`src/shared/ssr_defines.svh`:
```
`ifndef SSR_DEFINES_SVH
`define SSR_DEFINES_SVH
// ----------------------------------------------------------------
// Status byte bit positions
// ----------------------------------------------------------------
`define SSR_STB_RQS        6
`define SSR_STB_ESB        5
`define SSR_STB_MAV        4
`define SSR_STB_USED_MASK  8'h70
`define SSR_STB_RSV_MASK   8'h8f
// ----------------------------------------------------------------
// Standard event bit positions
// ----------------------------------------------------------------
`define SSR_EV_PON         7
`define SSR_EV_CME         5
`define SSR_EV_EXE         4
`define SSR_EV_QYE         2
`define SSR_EV_OPC         0
`define SSR_EV_USED_MASK   8'hb5
`define SSR_EV_RSV_MASK    8'h4a
`define SSR_ZERO8          8'h00
`define SSR_QDEPTH         16
`define SSR_QAW            4
`endif

```
`src/shared/ssr_pkg.sv`:
```
package ssr_pkg;
	// Event inputs raised by the command layer, one-cycle pulses.
	typedef struct packed {
		logic opc_done;
		logic cmd_err;
		logic exe_err;
		logic query_err;
	} ssr_events_t;
	// Register commands from the command layer, one-cycle pulses.
	typedef struct packed {
		logic       sre_wr;
		logic       ese_wr;
		logic [7:0] wdata;
		logic       esr_rd;
		logic       cls;
		logic       dev_clr;
		logic       new_msg;
		logic       serial_poll;
	} ssr_cmd_t;
	typedef enum logic [1:0] {
		SSR_LINK_GPIB  = 2'b00,
		SSR_LINK_RS232 = 2'b01
	} ssr_link_t;
endpackage : ssr_pkg

```
`src/core/ssr_event_reg.sv`:
```
`timescale 1ns/10ps
`include "ssr_defines.svh"
// Sticky standard event register with enable mask and summary.
module ssr_event_reg
	import ssr_pkg::*;
(
	input  wire logic             sys_clk,   // System clock.
	input  wire logic             rst,       // Synchronous reset.
	input  wire logic             pon_clr,   // Clear enable at power-up.
	input  ssr_pkg::ssr_events_t  ev,        // Event pulses.
	input  wire logic             set_qye,   // Query error from queue.
	input  wire logic             clr,       // Read or clear status.
	input  wire logic             ese_wr,    // Enable write strobe.
	input  wire logic [7:0]       wdata,     // Enable write data.
	output logic [7:0]            standard_event_status,       // Event register value.
	output logic [7:0]            ese,       // Enable register value.
	output logic                  esb        // Masked summary.
);
	typedef struct packed {
		logic [7:0] standard_event_status;
		logic [7:0] ese;
		logic       first;
	} ssr_evst_t;
	ssr_evst_t st_reg;
	ssr_evst_t st_next;
	logic [7:0] set_v;
	// Gather set requests; a set in the clearing cycle wins.
	always_comb
	begin
		set_v = `SSR_ZERO8;
		set_v[`SSR_EV_CME] = ev.cmd_err;
		set_v[`SSR_EV_EXE] = ev.exe_err;
		set_v[`SSR_EV_QYE] = ev.query_err | set_qye;
		set_v[`SSR_EV_OPC] = ev.opc_done;
		set_v[`SSR_EV_PON] = st_reg.first;
		st_next = st_reg;
		st_next.first = 1'b0;
		if (clr)
			st_next.standard_event_status = set_v & `SSR_EV_USED_MASK;
		else
			st_next.standard_event_status = (st_reg.standard_event_status | set_v) & `SSR_EV_USED_MASK;
		if (ese_wr)
			st_next.ese = wdata;
	end
	// Register the state; enable survives reset unless power-on clear.
	always_ff @(posedge sys_clk)
	begin
		if (rst)
		begin
			st_reg.standard_event_status   <= `SSR_ZERO8;
			st_reg.first <= 1'b1;
			if (pon_clr)
				st_reg.ese <= `SSR_ZERO8;
		end
		else
			st_reg <= st_next;
	end
	assign standard_event_status = st_reg.standard_event_status;
	assign ese = st_reg.ese;
	assign esb = |(st_reg.standard_event_status & st_reg.ese);
endmodule : ssr_event_reg

```
`src/core/ssr_out_queue.sv`:
```
`timescale 1ns/10ps
`include "ssr_defines.svh"
// Output response queue whose occupancy feeds message-available.
module ssr_out_queue
	import ssr_pkg::*;
#(
	parameter int DEPTH = `SSR_QDEPTH,
	parameter int AW    = `SSR_QAW
)
(
	input  wire logic       sys_clk,   // System clock.
	input  wire logic       rst,       // Synchronous reset.
	input  wire logic       flush,     // Discard contents.
	input  wire logic       wr,        // Push a byte.
	input  wire logic [7:0] wdata,     // Byte pushed.
	input  wire logic       rd,        // Pop a byte.
	output logic [7:0]      rdata,     // Head byte.
	output logic            not_empty, // At least one byte held.
	output logic            full       // No room.
);
	typedef struct packed {
		logic [AW-1:0] wp;
		logic [AW-1:0] rp;
		logic [AW:0]   cnt;
	} ssr_qst_t;
	ssr_qst_t   st_reg;
	ssr_qst_t   st_next;
	logic [7:0] mem [DEPTH];
	logic       do_wr;
	logic       do_rd;
	assign do_wr = wr && !full && !flush;
	assign do_rd = rd && not_empty && !flush;
	// Pointer and count update; flush wins over traffic.
	always_comb
	begin
		st_next = st_reg;
		if (flush)
			st_next = '0;
		else
		begin
			if (do_wr)
				st_next.wp = st_reg.wp + 1'b1;
			if (do_rd)
				st_next.rp = st_reg.rp + 1'b1;
			if (do_wr && !do_rd)
				st_next.cnt = st_reg.cnt + 1'b1;
			else if (do_rd && !do_wr)
				st_next.cnt = st_reg.cnt - 1'b1;
		end
	end
	// State register.
	always_ff @(posedge sys_clk)
	begin
		if (rst)
			st_reg <= '0;
		else
			st_reg <= st_next;
	end
	// Storage array.
	always_ff @(posedge sys_clk)
	begin
		if (do_wr)
			mem[st_reg.wp] <= wdata;
	end
	assign rdata     = mem[st_reg.rp];
	assign not_empty = (st_reg.cnt != '0);
	assign full      = (st_reg.cnt == (AW+1)'(DEPTH));
endmodule : ssr_out_queue

```
`src/core/ssr_status_report.sv`:
```
`timescale 1ns/10ps
`include "ssr_defines.svh"
// ----------------------------------------------------------------
// Status reporting top
// ----------------------------------------------------------------
// What this block does
// - Raise service request by driving the open-collector request line low on the bus link.
// - Status byte bits 7, 3, 2, 1, 0 always read zero.
// - Request flag sets when masked summary rises from zero to one.
// - Request flag clears on summary fall, power-up, or serial poll.
// - Status query bit 6 carries current masked summary level.
// - Bit 5 is OR of event bits masked by event enable.
// - Bit 4 is one whenever the output queue holds a byte.
// - Request enable register is writable, readable and gates the request.
// - Event enable writable, readable; power-up clear follows setting only.
// - Event register clears when read or on clear-status.
// - Power-on event bit sets after each power-up.
// - Command error event bit sets on syntax error.
// - Execution error event bit sets on failed command.
// - Event bits 6, 3, 1 always stay zero.
// - Query error bit sets on unrequested read or interrupted response.
// - Operation complete bit sets when pending operations finish.
// - Output queue empties at power-up and on device clear.
// - New message with unread output on the bus link flags query error, flushes queue.
// - Serial link accepts new message during output without query error.
module ssr_status_report
	import ssr_pkg::*;
(
	input  wire logic            sys_clk,     // System clock, 20 MHz.
	input  wire logic            rst,         // Synchronous reset, power-up.
	input  wire logic            pon_clr,     // Power-on clear setting.
	input  ssr_pkg::ssr_link_t   link,        // Active remote link.
	input  ssr_pkg::ssr_cmd_t    cmd,         // Register commands.
	input  ssr_pkg::ssr_events_t ev,          // Event pulses.
	input  wire logic            q_wr,        // Response byte push.
	input  wire logic [7:0]      q_wdata,     // Response byte.
	input  wire logic            q_rd,        // Response byte pop.
	output logic [7:0]           q_rdata,     // Head response byte.
	output logic                 q_full,      // Queue full.
	output logic [7:0]           stb_query,   // Status byte for query.
	output logic [7:0]           poll_byte,   // Serial poll response.
	output logic [7:0]           esr_value,   // Event register value.
	output logic [7:0]           ese_value,   // Event enable value.
	output logic [7:0]           sre_value,   // Request enable value.
	output logic                 srq_drv,     // Request line drive value.
	output logic                 srq_oe       // Request line enable.
);
	typedef struct packed {
		logic [7:0] sre;
		logic       rqs;
		logic       mss_d;
		logic [7:0] stb_q;
		logic [7:0] poll;
		logic [7:0] esr_o;
		logic [7:0] ese_o;
		logic [7:0] qd;
		logic       qf;
		logic       srq_oe;
		logic       srq_drv;
	} ssr_top_t;
	ssr_top_t   st_reg;
	ssr_top_t   st_next;
	logic [7:0] esr_w;
	logic [7:0] ese_w;
	logic       esb_w;
	logic       mav_w;
	logic       qfull_w;
	logic [7:0] qrd_w;
	logic       qerr;
	logic       qflush;
	logic [7:0] sb;
	logic       mss;
	// ----------------------------------------------------------------
	// Summary helpers
	// ----------------------------------------------------------------
	// True when any bit of a register survives its enable mask.
	function automatic logic ssr_any_masked(input logic [7:0] val, input logic [7:0] mask);
		return |(val & mask);
	endfunction : ssr_any_masked
	// ----------------------------------------------------------------
	// Query error and flush
	// ----------------------------------------------------------------
	// Unread output on a new message is an error only on the bus link.
	assign qerr   = cmd.new_msg && mav_w && (link == SSR_LINK_GPIB);
	assign qflush = cmd.dev_clr || qerr;
	// ----------------------------------------------------------------
	// Sub-blocks
	// ----------------------------------------------------------------
	// Standard event register with its enable mask.
	ssr_event_reg u_ev
	(
		.sys_clk (sys_clk),
		.rst     (rst),
		.pon_clr (pon_clr),
		.ev      (ev),
		.set_qye (qerr),
		.clr     (cmd.esr_rd || cmd.cls),
		.ese_wr  (cmd.ese_wr),
		.wdata   (cmd.wdata),
		.standard_event_status     (esr_w),
		.ese     (ese_w),
		.esb     (esb_w)
	);
	// Response queue; its occupancy is message-available.
	ssr_out_queue u_q
	(
		.sys_clk   (sys_clk),
		.rst       (rst),
		.flush     (qflush),
		.wr        (q_wr),
		.wdata     (q_wdata),
		.rd        (q_rd),
		.rdata     (qrd_w),
		.not_empty (mav_w),
		.full      (qfull_w)
	);
	// ----------------------------------------------------------------
	// Status byte and request flag
	// ----------------------------------------------------------------
	// Live status byte with unused positions forced low.
	always_comb
	begin
		sb = `SSR_ZERO8;
		sb[`SSR_STB_ESB] = esb_w;
		sb[`SSR_STB_MAV] = mav_w;
		sb = sb & `SSR_STB_USED_MASK;
		mss = ssr_any_masked(sb, st_reg.sre);
	end
	// Next state: request flag edges, enable write, registered outputs.
	always_comb
	begin
		st_next = st_reg;
		st_next.mss_d = mss;
		if (cmd.sre_wr)
			st_next.sre = cmd.wdata;
		if (mss && !st_reg.mss_d)
			st_next.rqs = 1'b1;
		else if ((!mss && st_reg.mss_d) || cmd.serial_poll)
			st_next.rqs = 1'b0;
		st_next.stb_q = sb;
		st_next.stb_q[`SSR_STB_RQS] = mss;
		st_next.poll = sb;
		st_next.poll[`SSR_STB_RQS] = st_next.rqs;
		st_next.esr_o = esr_w;
		st_next.ese_o = ese_w;
		st_next.qd = qrd_w;
		st_next.qf = qfull_w;
		st_next.srq_oe = st_next.rqs && (link == SSR_LINK_GPIB);
		st_next.srq_drv = 1'b0;
	end
	// State register; request enable clears at power-up only if selected.
	always_ff @(posedge sys_clk)
	begin
		if (rst)
		begin
			st_reg.rqs    <= 1'b0;
			st_reg.mss_d  <= 1'b0;
			st_reg.stb_q  <= `SSR_ZERO8;
			st_reg.poll   <= `SSR_ZERO8;
			st_reg.esr_o  <= `SSR_ZERO8;
			st_reg.ese_o  <= `SSR_ZERO8;
			st_reg.qd     <= `SSR_ZERO8;
			st_reg.qf     <= 1'b0;
			st_reg.srq_oe <= 1'b0;
			st_reg.srq_drv <= 1'b0;
			if (pon_clr)
				st_reg.sre <= `SSR_ZERO8;
		end
		else
			st_reg <= st_next;
	end
	// ----------------------------------------------------------------
	// Outputs
	// ----------------------------------------------------------------
	// Every output comes straight from a register.
	assign stb_query = st_reg.stb_q;
	assign poll_byte = st_reg.poll;
	assign esr_value = st_reg.esr_o;
	assign ese_value = st_reg.ese_o;
	assign sre_value = st_reg.sre;
	assign q_rdata   = st_reg.qd;
	assign q_full    = st_reg.qf;
	assign srq_drv   = st_reg.srq_drv;
	assign srq_oe    = st_reg.srq_oe;
	// ----------------------------------------------------------------
	// Checks
	// ----------------------------------------------------------------
	property p_unused_zero;
		@(posedge sys_clk) disable iff (rst)
		(stb_query & `SSR_STB_RSV_MASK) == `SSR_ZERO8 &&
		(poll_byte & `SSR_STB_RSV_MASK) == `SSR_ZERO8;
	endproperty
	a_unused_zero: assert property (p_unused_zero) else $error("unused status bit set");
	property p_rqs_rise;
		@(posedge sys_clk) disable iff (rst)
		(mss && !st_reg.mss_d && !cmd.serial_poll) |=> poll_byte[`SSR_STB_RQS];
	endproperty
	a_rqs_rise: assert property (p_rqs_rise) else $error("request flag missed rise");
	property p_rqs_poll;
		@(posedge sys_clk) disable iff (rst)
		(cmd.serial_poll && !(mss && !st_reg.mss_d)) |=> !poll_byte[`SSR_STB_RQS];
	endproperty
	a_rqs_poll: assert property (p_rqs_poll) else $error("poll did not clear flag");
	property p_mss;
		@(posedge sys_clk) disable iff (rst)
		1'b1 |=> stb_query[`SSR_STB_RQS] == $past(mss);
	endproperty
	a_mss: assert property (p_mss) else $error("summary bit wrong");
	property p_esb;
		@(posedge sys_clk) disable iff (rst)
		stb_query[`SSR_STB_ESB] == ssr_any_masked(esr_value, ese_value);
	endproperty
	a_esb: assert property (p_esb) else $error("event summary wrong");
	property p_esr_clear;
		@(posedge sys_clk) disable iff (rst)
		(cmd.cls && ev == '0 && !qerr && !$past(rst)) |=> ##1 esr_value == `SSR_ZERO8;
	endproperty
	a_esr_clear: assert property (p_esr_clear) else $error("event register not cleared");
	property p_unused_ev;
		@(posedge sys_clk) disable iff (rst)
		(esr_value & `SSR_EV_RSV_MASK) == `SSR_ZERO8;
	endproperty
	a_unused_ev: assert property (p_unused_ev) else $error("unused event bit set");
	property p_qye;
		@(posedge sys_clk) disable iff (rst)
		qerr |=> !mav_w ##1 esr_value[`SSR_EV_QYE];
	endproperty
	a_qye: assert property (p_qye) else $error("query error not flagged");
	property p_sticky;
		@(posedge sys_clk) disable iff (rst)
		(esr_w[`SSR_EV_EXE] && !cmd.esr_rd && !cmd.cls) |=> esr_w[`SSR_EV_EXE];
	endproperty
	a_sticky: assert property (p_sticky) else $error("event bit lost");
	property p_srq;
		@(posedge sys_clk) disable iff (rst)
		srq_oe |-> (poll_byte[`SSR_STB_RQS] && link == SSR_LINK_GPIB) || $changed(link);
	endproperty
	a_srq: assert property (p_srq) else $error("request driven without flag");
	// Message-available and event summary reach both answers alike.
	property p_mav;
		@(posedge sys_clk) disable iff (rst)
		1'b1 |=> stb_query[`SSR_STB_MAV] == $past(mav_w);
	endproperty
	a_mav: assert property (p_mav) else $error("message available wrong");
	property p_poll_same;
		@(posedge sys_clk) disable iff (rst)
		poll_byte[`SSR_STB_ESB:`SSR_STB_MAV] == stb_query[`SSR_STB_ESB:`SSR_STB_MAV];
	endproperty
	a_poll_same: assert property (p_poll_same) else $error("poll and query differ");
	// The request flag drops with the summary and pulls the line while set on the bus link.
	property p_rqs_fall;
		@(posedge sys_clk) disable iff (rst)
		(!mss && st_reg.mss_d) |=> !poll_byte[`SSR_STB_RQS];
	endproperty
	a_rqs_fall: assert property (p_rqs_fall) else $error("request flag kept");
	property p_srq_drive;
		@(posedge sys_clk) disable iff (rst)
		(st_next.rqs && link == SSR_LINK_GPIB) |=> srq_oe && !srq_drv;
	endproperty
	a_srq_drive: assert property (p_srq_drive) else $error("request line not pulled");
	// Enable writes land, and clear-status leaves the request enable alone.
	property p_sre_write;
		@(posedge sys_clk) disable iff (rst)
		cmd.sre_wr |=> sre_value == $past(cmd.wdata);
	endproperty
	a_sre_write: assert property (p_sre_write) else $error("request enable wrong");
	property p_ese_write;
		@(posedge sys_clk) disable iff (rst)
		cmd.ese_wr |=> ##1 ese_value == $past(cmd.wdata, 2);
	endproperty
	a_ese_write: assert property (p_ese_write) else $error("event enable wrong");
	property p_sre_keep;
		@(posedge sys_clk) disable iff (rst)
		(cmd.cls && !cmd.sre_wr) |=> $stable(sre_value);
	endproperty
	a_sre_keep: assert property (p_sre_keep) else $error("request enable lost");
	// Power-on flag, read clear, queue discard and serial queue keep.
	property p_pon;
		@(posedge sys_clk) disable iff (rst)
		$past(rst) |=> ##1 esr_value[`SSR_EV_PON];
	endproperty
	a_pon: assert property (p_pon) else $error("power-on flag missing");
	property p_esr_read;
		@(posedge sys_clk) disable iff (rst)
		(cmd.esr_rd && ev == '0 && !qerr && !$past(rst)) |=> ##1 esr_value == `SSR_ZERO8;
	endproperty
	a_esr_read: assert property (p_esr_read) else $error("event register not read clear");
	property p_flush;
		@(posedge sys_clk) disable iff (rst)
		cmd.dev_clr |=> !mav_w;
	endproperty
	a_flush: assert property (p_flush) else $error("queue not emptied");
	property p_serial_keep;
		@(posedge sys_clk) disable iff (rst)
		(cmd.new_msg && link == SSR_LINK_RS232 && mav_w && !cmd.dev_clr && !q_rd)
		|=> mav_w;
	endproperty
	a_serial_keep: assert property (p_serial_keep) else $error("serial output lost");
	// ----------------------------------------------------------------
	// Coverage
	// ----------------------------------------------------------------
	// Main scenarios that the tests must reach.
	c_srq: cover property (@(posedge sys_clk) disable iff (rst) $rose(srq_oe));
	c_qerr: cover property (@(posedge sys_clk) disable iff (rst) qerr);
	c_poll: cover property (@(posedge sys_clk) disable iff (rst) cmd.serial_poll && poll_byte[6]);
	c_set_wins: cover property (@(posedge sys_clk) disable iff (rst) cmd.esr_rd && ev.exe_err);
	c_serial_msg: cover property (@(posedge sys_clk) disable iff (rst)
		cmd.new_msg && mav_w && link == SSR_LINK_RS232);
endmodule : ssr_status_report

```
`config.mk`:
```
export PLATFORM = sky130hd
export DESIGN_NAME = ssr_status_report
export DESIGN_NICKNAME = d
export VERILOG_FILES = /design/src/shared/ssr_pkg.sv /design/src/core/ssr_event_reg.sv /design/src/core/ssr_out_queue.sv /design/src/core/ssr_status_report.sv
export VERILOG_INCLUDE_DIRS = /design/src /design/src/shared
export SDC_FILE = /design/constraint.sdc
export NUM_CORES = 1
export LEC_CHECK = 0
export BUFFER_PORTS_ARGS = -buffer_cell sky130_fd_sc_hd__clkbuf_2
export CAP_MARGIN = 20
export CORE_MARGIN = 2
export CORE_UTILIZATION = 30
export CTS_CLUSTER_DIAMETER = 80
export DETAILED_ROUTE_END_ITERATION = 10
export GPL_ROUTABILITY_DRIVEN = 1
export HOLD_SLACK_MARGIN = 0.03
export PLACE_DENSITY = 0.52
export SLEW_MARGIN = 40
export SYNTH_ARGS = -nofsm -noshare
export SYNTH_HDL_FRONTEND = slang
export SYNTH_SLANG_ARGS = --single-unit
```
`constraint.sdc`:
```
create_clock -name sys_clk -period 3.3 [get_ports sys_clk]
set_input_delay 0.33 -clock sys_clk [delete_from_list [all_inputs] [get_ports sys_clk]]
set_output_delay 0.33 -clock sys_clk [all_outputs]
set_load 0.01 [all_outputs]
```
Yosys cells after proc, flatten, opt, wreduce, memory -nomap -nowiden. Memories as Yosys holds them, arrays and structs flattened. A register that Yosys moved wholly into a read port is not among the register bits. Cells that the tools add are included.

RAM bits: 128. Bits of input ports: 34. Bits in registers: 83. Output and inout bits: 51. Word-level logic and storage cells: 74. Memories kept: 1.

Memories: u_q.mem (depth 16, bits a word 8, read ports 1, clocked after Yosys merged registers in 1, write ports 1, line ssr_out_queue.sv:28) `logic [7:0] mem [DEPTH];`.

Add/sub/neg operators: 4. Bitwise logic cells: 4. Eq/ne operators: 2. Reductions and logical operators: 30. Mux-type cells: 14.

Operator list (number): $mux 53 (1); $mux 8 (4); $reduce_or 8->1 (2); $logic_and 1x1->1 (11); $mux 5 (2); $mux 9 (1); $add 4x1->4 const B (2); $and 6x8->8 (1); $and 8x8->8 (1); $mux 4 (2); $or 8x8->8 (1); $logic_not 1->1 (6); $reduce_bool 2->1 (3); $add 5x1->5 const B (1); $eq 5x5->1 const B (1); $reduce_bool 5->1 (1); $sub 5x1->5 const B (1); $mux 1 (4); $reduce_and 2->1 (2); $logic_or 1x1->1 (3); $logic_not 2->1 (1); $ne 2x1->1 const B (1); $reduce_or 2->1 (1); $or 1x1->1 (1).

Logic depth before layout (Yosys ltp).
Word-level depth: 11. Mapped depth: 11. Mapped depth without buffers: 11.

Hierarchy. A second synthesis with hierarchy kept.

Cell total of the unflattened synthesis: 466. Area total of the unflattened synthesis: 7586.0 um^2.

Modules (own cells, without submodules): ssr_out_queue (area an instance 5778.0 um^2, times used 1, cells each 318, sequential area each 4184.0 um^2); ssr_status_report (area an instance 1256.2 um^2, times used 1, cells each 102, sequential area each 840.8 um^2); ssr_event_reg (area an instance 551.8 um^2, times used 1, cells each 46, sequential area each 360.3 um^2).

Worst setup path before layout. No wires, ideal clock.

Path type: register to register. Start point: register u_q.st_reg[0] in the netlist's numbering. End point: register u_q.st_reg[4] in the netlist's numbering. Buffers on the path: 0. Stages on the path, launching flop included: 12. Path slack: 0.242 ns. Library setup time: 0.121 ns. Data required time: 3.179 ns. Arrival: 2.937 ns. Period minus slack after synthesis: 3.058 ns. Cells stage by stage: dfxtp_1 -> or4_2 -> o21ai_4 -> nor3_1 -> ha_1 -> inv_1 -> ha_1 -> nor2b_1 -> o21a_1 -> or3_1 -> a21o_1 -> mux2_2.

Word-level cells in the longest chain between the ends: 9. Elaborated cells between the ends (all ways): 21. Those cells by class: 2 x add/sub; 1 x eq/ne; 2 x mux; 16 x reduce/logical.

Ends and longest elaborated chain: start: declaration (line ssr_out_queue.sv:26) `ssr_qst_t st_reg;`; start signal: assignment (line ssr_out_queue.sv:57) `st_reg <= st_next;`; $reduce_bool 5->1 (line ssr_out_queue.sv:66) `assign not_empty = (st_reg.cnt != '0);`; $logic_and 1x1->1 (2 in a row) (line ssr_status_report.sv:84) `assign qerr = cmd.new_msg && mav_w && (link == SSR_LINK_GPIB);`; $logic_or 1x1->1 (line ssr_status_report.sv:85) `assign qflush = cmd.dev_clr || qerr;`; $logic_not 1->1 (line ssr_out_queue.sv:31) `assign do_wr = wr && !full && !flush;`; $logic_and 1x1->1 (*) (line ssr_out_queue.sv:31); net u_q.do_wr (line ssr_out_queue.sv:29) `logic do_wr;`; $logic_not 1->1 (line ssr_out_queue.sv:47) `else if (do_rd && !do_wr)`; $logic_and 1x1->1 (line ssr_out_queue.sv:47); $reduce_bool 2->1 (no source line).

Mark *: on every way through the listed nets, which the timed path passes. The rest lies on a longest branch. The select of a mux whose other input is x is not followed. A chain may end at the register's enable or synchronous reset.

Worst setup path after layout.
Start point: register u_q.st_reg[1] in the netlist's numbering. End point: register u_q.st_reg[4] in the netlist's numbering.

Word-level cells in the longest chain between the ends: 9. Elaborated cells between the ends (all ways): 21. Those cells by class: 2 x add/sub; 1 x eq/ne; 2 x mux; 16 x reduce/logical.

Ends and longest elaborated chain: branches (longest 9 deep; another with $sub 5x1->5).

Several ways; the timed one is not identified. The select of a mux whose other input is x is not followed.

==> impl_table.tex <==
\begin{tabular}{lr}
\hline
Metric & Value \\
\hline
\multicolumn{2}{l}{\textbf{Yosys}} \\
Yosys warnings & 0 \\
Main combinational cell family by area after synthesis & multiplexers \\
Leading post-synthesis cells by cell area & sky130\_fd\_sc\_hd\_\_edfxtp\_1, sky130\_fd\_sc\_hd\_\_dfxtp\_1, sky130\_fd\_sc\_hd\_\_mux4\_2, sky130\_fd\_sc\_hd\_\_mux2i\_1, sky130\_fd\_sc\_hd\_\_nor2b\_1 \\
Parity-gate share of the synthesized area counting xor and xnor cells & 1.07\% \\
Cell count after synthesis & 438 \\
Fraction of synthesized area in multiplexers & 12.1\% \\
Top cell type's share of synthesized area & 58.5\% \\
Distinct cell type count of the synthesized netlist & 42 \\
Synth Area in Adders & 2.10\% \\
Primary FF master, synth & sky130\_fd\_sc\_hd\_\_edfxtp\_1 \\
Avg Cell Area, Syn & 16.9 sq um \\
Cell area after synthesis & 0.00739 sq mm \\
Yosys reg bits & 194 \\
Proportion of synthesized chip area in sequential cells & 72.1\% \\
Number of enable flip-flop cells after synthesis & 144 \\
Share of the synthesized area in compound gates (AO/OA/AOI/OAI) & 2.69\% \\
Ys async rst share & 0\% \\
Post-synthesis share of cell area spent on and, or, nand and nor gates & 6.61\% \\
Library cell with the largest summed area after synthesis & sky130\_fd\_sc\_hd\_\_edfxtp\_1 \\
\multicolumn{2}{l}{\textbf{Worst setup path}} \\
Endpoint of the most critical register-to-register path & u\_q.st\_reg[4] \\
Cell at the slowest stage of the critical path & sky130\_fd\_sc\_hd\_\_a2111oi\_0 \\
Slack of the worst reg-to-reg path & 0.25 ns \\
Cell seen most often among critical-path stages & sky130\_fd\_sc\_hd\_\_ha\_1 \\
Critical path required time & 3.62 ns \\
Peak per-stage delay on the critical path & 0.47 ns \\
Kind of launch point of the worst setup path & register \\
Startpoint-to-endpoint class of the critical path & reg -> reg \\
Arr. time, crit path & 3.36 ns \\
Worst R2R Path Depth & 12 \\
Max FO, Critical Path & 5 \\
Beginning of the worst register-to-register path & u\_q.st\_reg[1] \\
Kind of capture point of the worst setup path & register \\
CP Cell Sequence & nor4\_4 -> a2111oi\_0 -> buf\_4 -> inv\_1 -> ha\_1 -> inv\_2 -> ha\_1 -> nor2b\_1 -> o21a\_1 -> or3\_1 -> a21o\_1 -> mux2\_2 \\
\multicolumn{2}{l}{\textbf{Cells and area}} \\
Area added between synthesis and finish & 19.4\% \\
Most common cell after layout, fill and taps aside & sky130\_fd\_sc\_hd\_\_edfxtp\_1 \\
Footprint of the multi-input gates & 0.00187 sq mm \\
Flip-flop count of the largest register, all copies and words added & 128 \\
Most frequent cells in the layout & sky130\_fd\_sc\_hd\_\_edfxtp\_1, sky130\_fd\_sc\_hd\_\_clkbuf\_2, sky130\_fd\_sc\_hd\_\_dfxtp\_1, sky130\_fd\_sc\_hd\_\_nor2\_1, sky130\_fd\_sc\_hd\_\_mux4\_2 \\
Fraction of final layout cells sized beyond drive strength 1 & 31.0\% \\
FF/Latch Area & 0.00533 sq mm \\
Number of nets in the layout & 574 \\
Filler cells & 2,288 \\
ANT cells & 0 \\
\multicolumn{2}{l}{\textbf{Timing}} \\
Worst slack on hold paths & 0.0922 ns \\
Setup TNS Final & 0 ns \\
Final clock period utilization by the worst path & 92.4\% \\
Maximum clock skew at final layout & 0.00919 ns \\
Setup Viol. Count Final & 0 \\
RSZ-0062 raised after global routing & false \\
Shortest period the worst path allows & 3.05 ns \\
Max-slew violation count & 0 \\
Max transition margin & 49.9\% \\
Slew of the pin with the lowest slew margin & 0.752 ns \\
Number of endpoints with negative hold slack in the final report & 0 \\
Maximum operating frequency & 328 MHz \\
\multicolumn{2}{l}{\textbf{Place}} \\
Post-DP HPWL & 10,200 um \\
Port Buffers & 70 \\
Routability-driven placement congestion ratio & 0.790 \\
\multicolumn{2}{l}{\textbf{Clocking}} \\
Number of buffers created by CTS & 17 \\
Clock Path Buffers & 2 \\
H-Tree Depth & 4 \\
Clock-pin slew of the registers on the worst-case setup and hold paths & 0.07 ns \\
Num Clock Sinks & 194 \\
Later-pin clock latency in the skew report & 0.43 ns \\
Root Buffer Master & sky130\_fd\_sc\_hd\_\_clkbuf\_16 \\
Hold buffer count at cts & 0 \\
CTS tree & yes \\
Number of cells upsized or downsized after cts & 0 \\
Number of buffers added for setup after CTS & 0 \\
\multicolumn{2}{l}{\textbf{Floorplanning}} \\
Die height & 161 um \\
Row Count & 57 \\
Ports & 85 \\
Placeable Area & 0.0242 sq mm \\
Die extent in x & 161 um \\
Die Outline Area & 0.0259 sq mm \\
Initial Util & 30.5\% \\
\multicolumn{2}{l}{\textbf{Power}} \\
Worst voltage drop across the vdd grid & 0.000338 V \\
Static leakage power & 3.05 nW \\
Power density over the cells & 591 mW/mm\^{}2 \\
\multicolumn{2}{l}{\textbf{Detailed routing}} \\
Number of search-and-repair iterations in the first detailed-routing pass & 4 \\
Post-detailed-route via-to-cell ratio & 4.52 \\
DRC violation count after routing & 0 \\
Iter 0 DRT Violations & 268 \\
Via count & 3,915 \\
Per-cell routed wire length & 17.8 um \\
Final ANT Viol Nets & 0 \\
Total wire length after detailed routing & 15,400 um \\
\multicolumn{2}{l}{\textbf{Global route}} \\
Maximum number of pins on one net before global-route repair & 40 \\
Residual overflow from global routing & 0 \\
Initial antenna violation count & 0 \\
Via count of the first global-routing pass & 4,132 \\
Gr usage total & 12.2\% \\
First-pass GRT wire length & 23,600 um \\
\multicolumn{2}{l}{\textbf{Outcome}} \\
Outcome & finished clean \\
\multicolumn{2}{l}{\textbf{Hold path}} \\
Worst min-delay path category & in -> reg \\
Hold-critical path depth & 2 \\
Startpoint of the worst hold path & link[0] \\
WHS Endpoint & srq\_oe \\
\multicolumn{2}{l}{\textbf{Run}} \\
Max-capacitance violation count & 0 \\
\hline
\end{tabular}
==> routing by layer <==
metal	vias up	part of all wire (%)	global-route usage [%]
li1	1801	-	-
met1	1993	45	16.2
met2	111	49	20.1
met3	10	4.8	3.51
met4	0	0.95	2.68
met5	-	0	0
==> per-stage QoR <==
step / std cells / power [mW] / util, % / cell area [sq um] / worst slack, ns
floorplan: 451 / 2.98 / - / 7440 / 0.242
global placement: 834 / 3.09 / 33.7 / 8180 / 0.178
detailed placement: 834 / 3.10 / 33.7 / 8180 / 0.0998
CTS: 866 / 5.26 / 36.4 / 8820 / 0.0732
global route: 866 / 5.40 / 36.4 / 8820 / 0.0421
finish: 866 / 5.21 / 36.4 / 8820 / 0.251
==> power breakdown <==
part / internal (mW) / switching (mW) / leakage (nW)
Combinational: 0.138 / 0.183 / 1.03
Sequential: 2.68 / 0.0363 / 1.72
Clock: 1.17 / 0.999 / 0.303
Total: 3.99 / 1.22 / 3.05
==> cells in the mapped netlist, types with 2 or more instances <==
cell and n:
sky130_fd_sc_hd__nand3_1 3, sky130_fd_sc_hd__edfxtp_1 144, sky130_fd_sc_hd__dfxtp_1 50, sky130_fd_sc_hd__xor2_1 6, sky130_fd_sc_hd__o21ai_0 4, sky130_fd_sc_hd__mux2i_1 16
sky130_fd_sc_hd__nor2b_1 23, sky130_fd_sc_hd__ha_1 10, sky130_fd_sc_hd__clkbuf_1 6, sky130_fd_sc_hd__mux4_2 32, sky130_fd_sc_hd__or3_1 2, sky130_fd_sc_hd__inv_1 10
sky130_fd_sc_hd__buf_4 16, sky130_fd_sc_hd__buf_2 7, sky130_fd_sc_hd__xnor2_1 3, sky130_fd_sc_hd__nand2b_1 4, sky130_fd_sc_hd__nor3_1 7, sky130_fd_sc_hd__nor4_1 2
sky130_fd_sc_hd__nand2_1 12, sky130_fd_sc_hd__buf_1 8, sky130_fd_sc_hd__a21oi_1 8, sky130_fd_sc_hd__o22ai_1 9, sky130_fd_sc_hd__nor2_1 37
==> how the worst max path moves through the flow <==
| stage | from | end | cells past startpoint |
|---|---|---|---|
| floorplan | u_q.st_reg[0] | u_q.st_reg[4] | 11 |
| global placement | u_q.st_reg[1] | u_q.st_reg[4] | 11 |
| detailed placement | u_q.st_reg[1] | u_q.st_reg[4] | 11 |
| CTS | u_q.st_reg[1] | u_q.st_reg[4] | 11 |
| global route | u_q.st_reg[0] | u_q.st_reg[4] | 12 |
| finish | u_q.st_reg[1] | u_q.st_reg[4] | 12 |
==> cell type report <==
| type | count | area share, % |
|---|---|---|
| clock buffer | 17 | 4.82 |
| clock inverter | 15 | 2.40 |
| inverter | 10 | 0.426 |
| multi-input combinational | 210 | 21.2 |
| sequential | 194 | 60.4 |
| tap | 324 | 4.60 |
| timing repair buffer | 96 | 6.19 |
==> cell families (layout without fill, tap and decap cells) <==
| logic type | after synthesis | after routing |
|---|---|---|
| AOI/OAI and AO/OA | 30 | 30 |
| xor gates and xnor gates | 9 | 9 |
| adders and majority gates | 12 | 12 |
| buffers and inverters | 47 | 138 |
| DFF | 194 | 194 |
| muxes | 49 | 49 |
| other | 1 | 14 |
| and+or+nand+nor | 96 | 96 |
==> critical path, delay by kind of cell (launching register included) <==
family,cells,cell delay (ns)
buffers and inverters,3,0.37
DFF,1,0.46
AOI/OAI and AO/OA,3,0.83
adders and majority gates,2,0.49
and+or+nand+nor,3,0.55
muxes,1,0.26
Power figures use the tool's default switching activity.
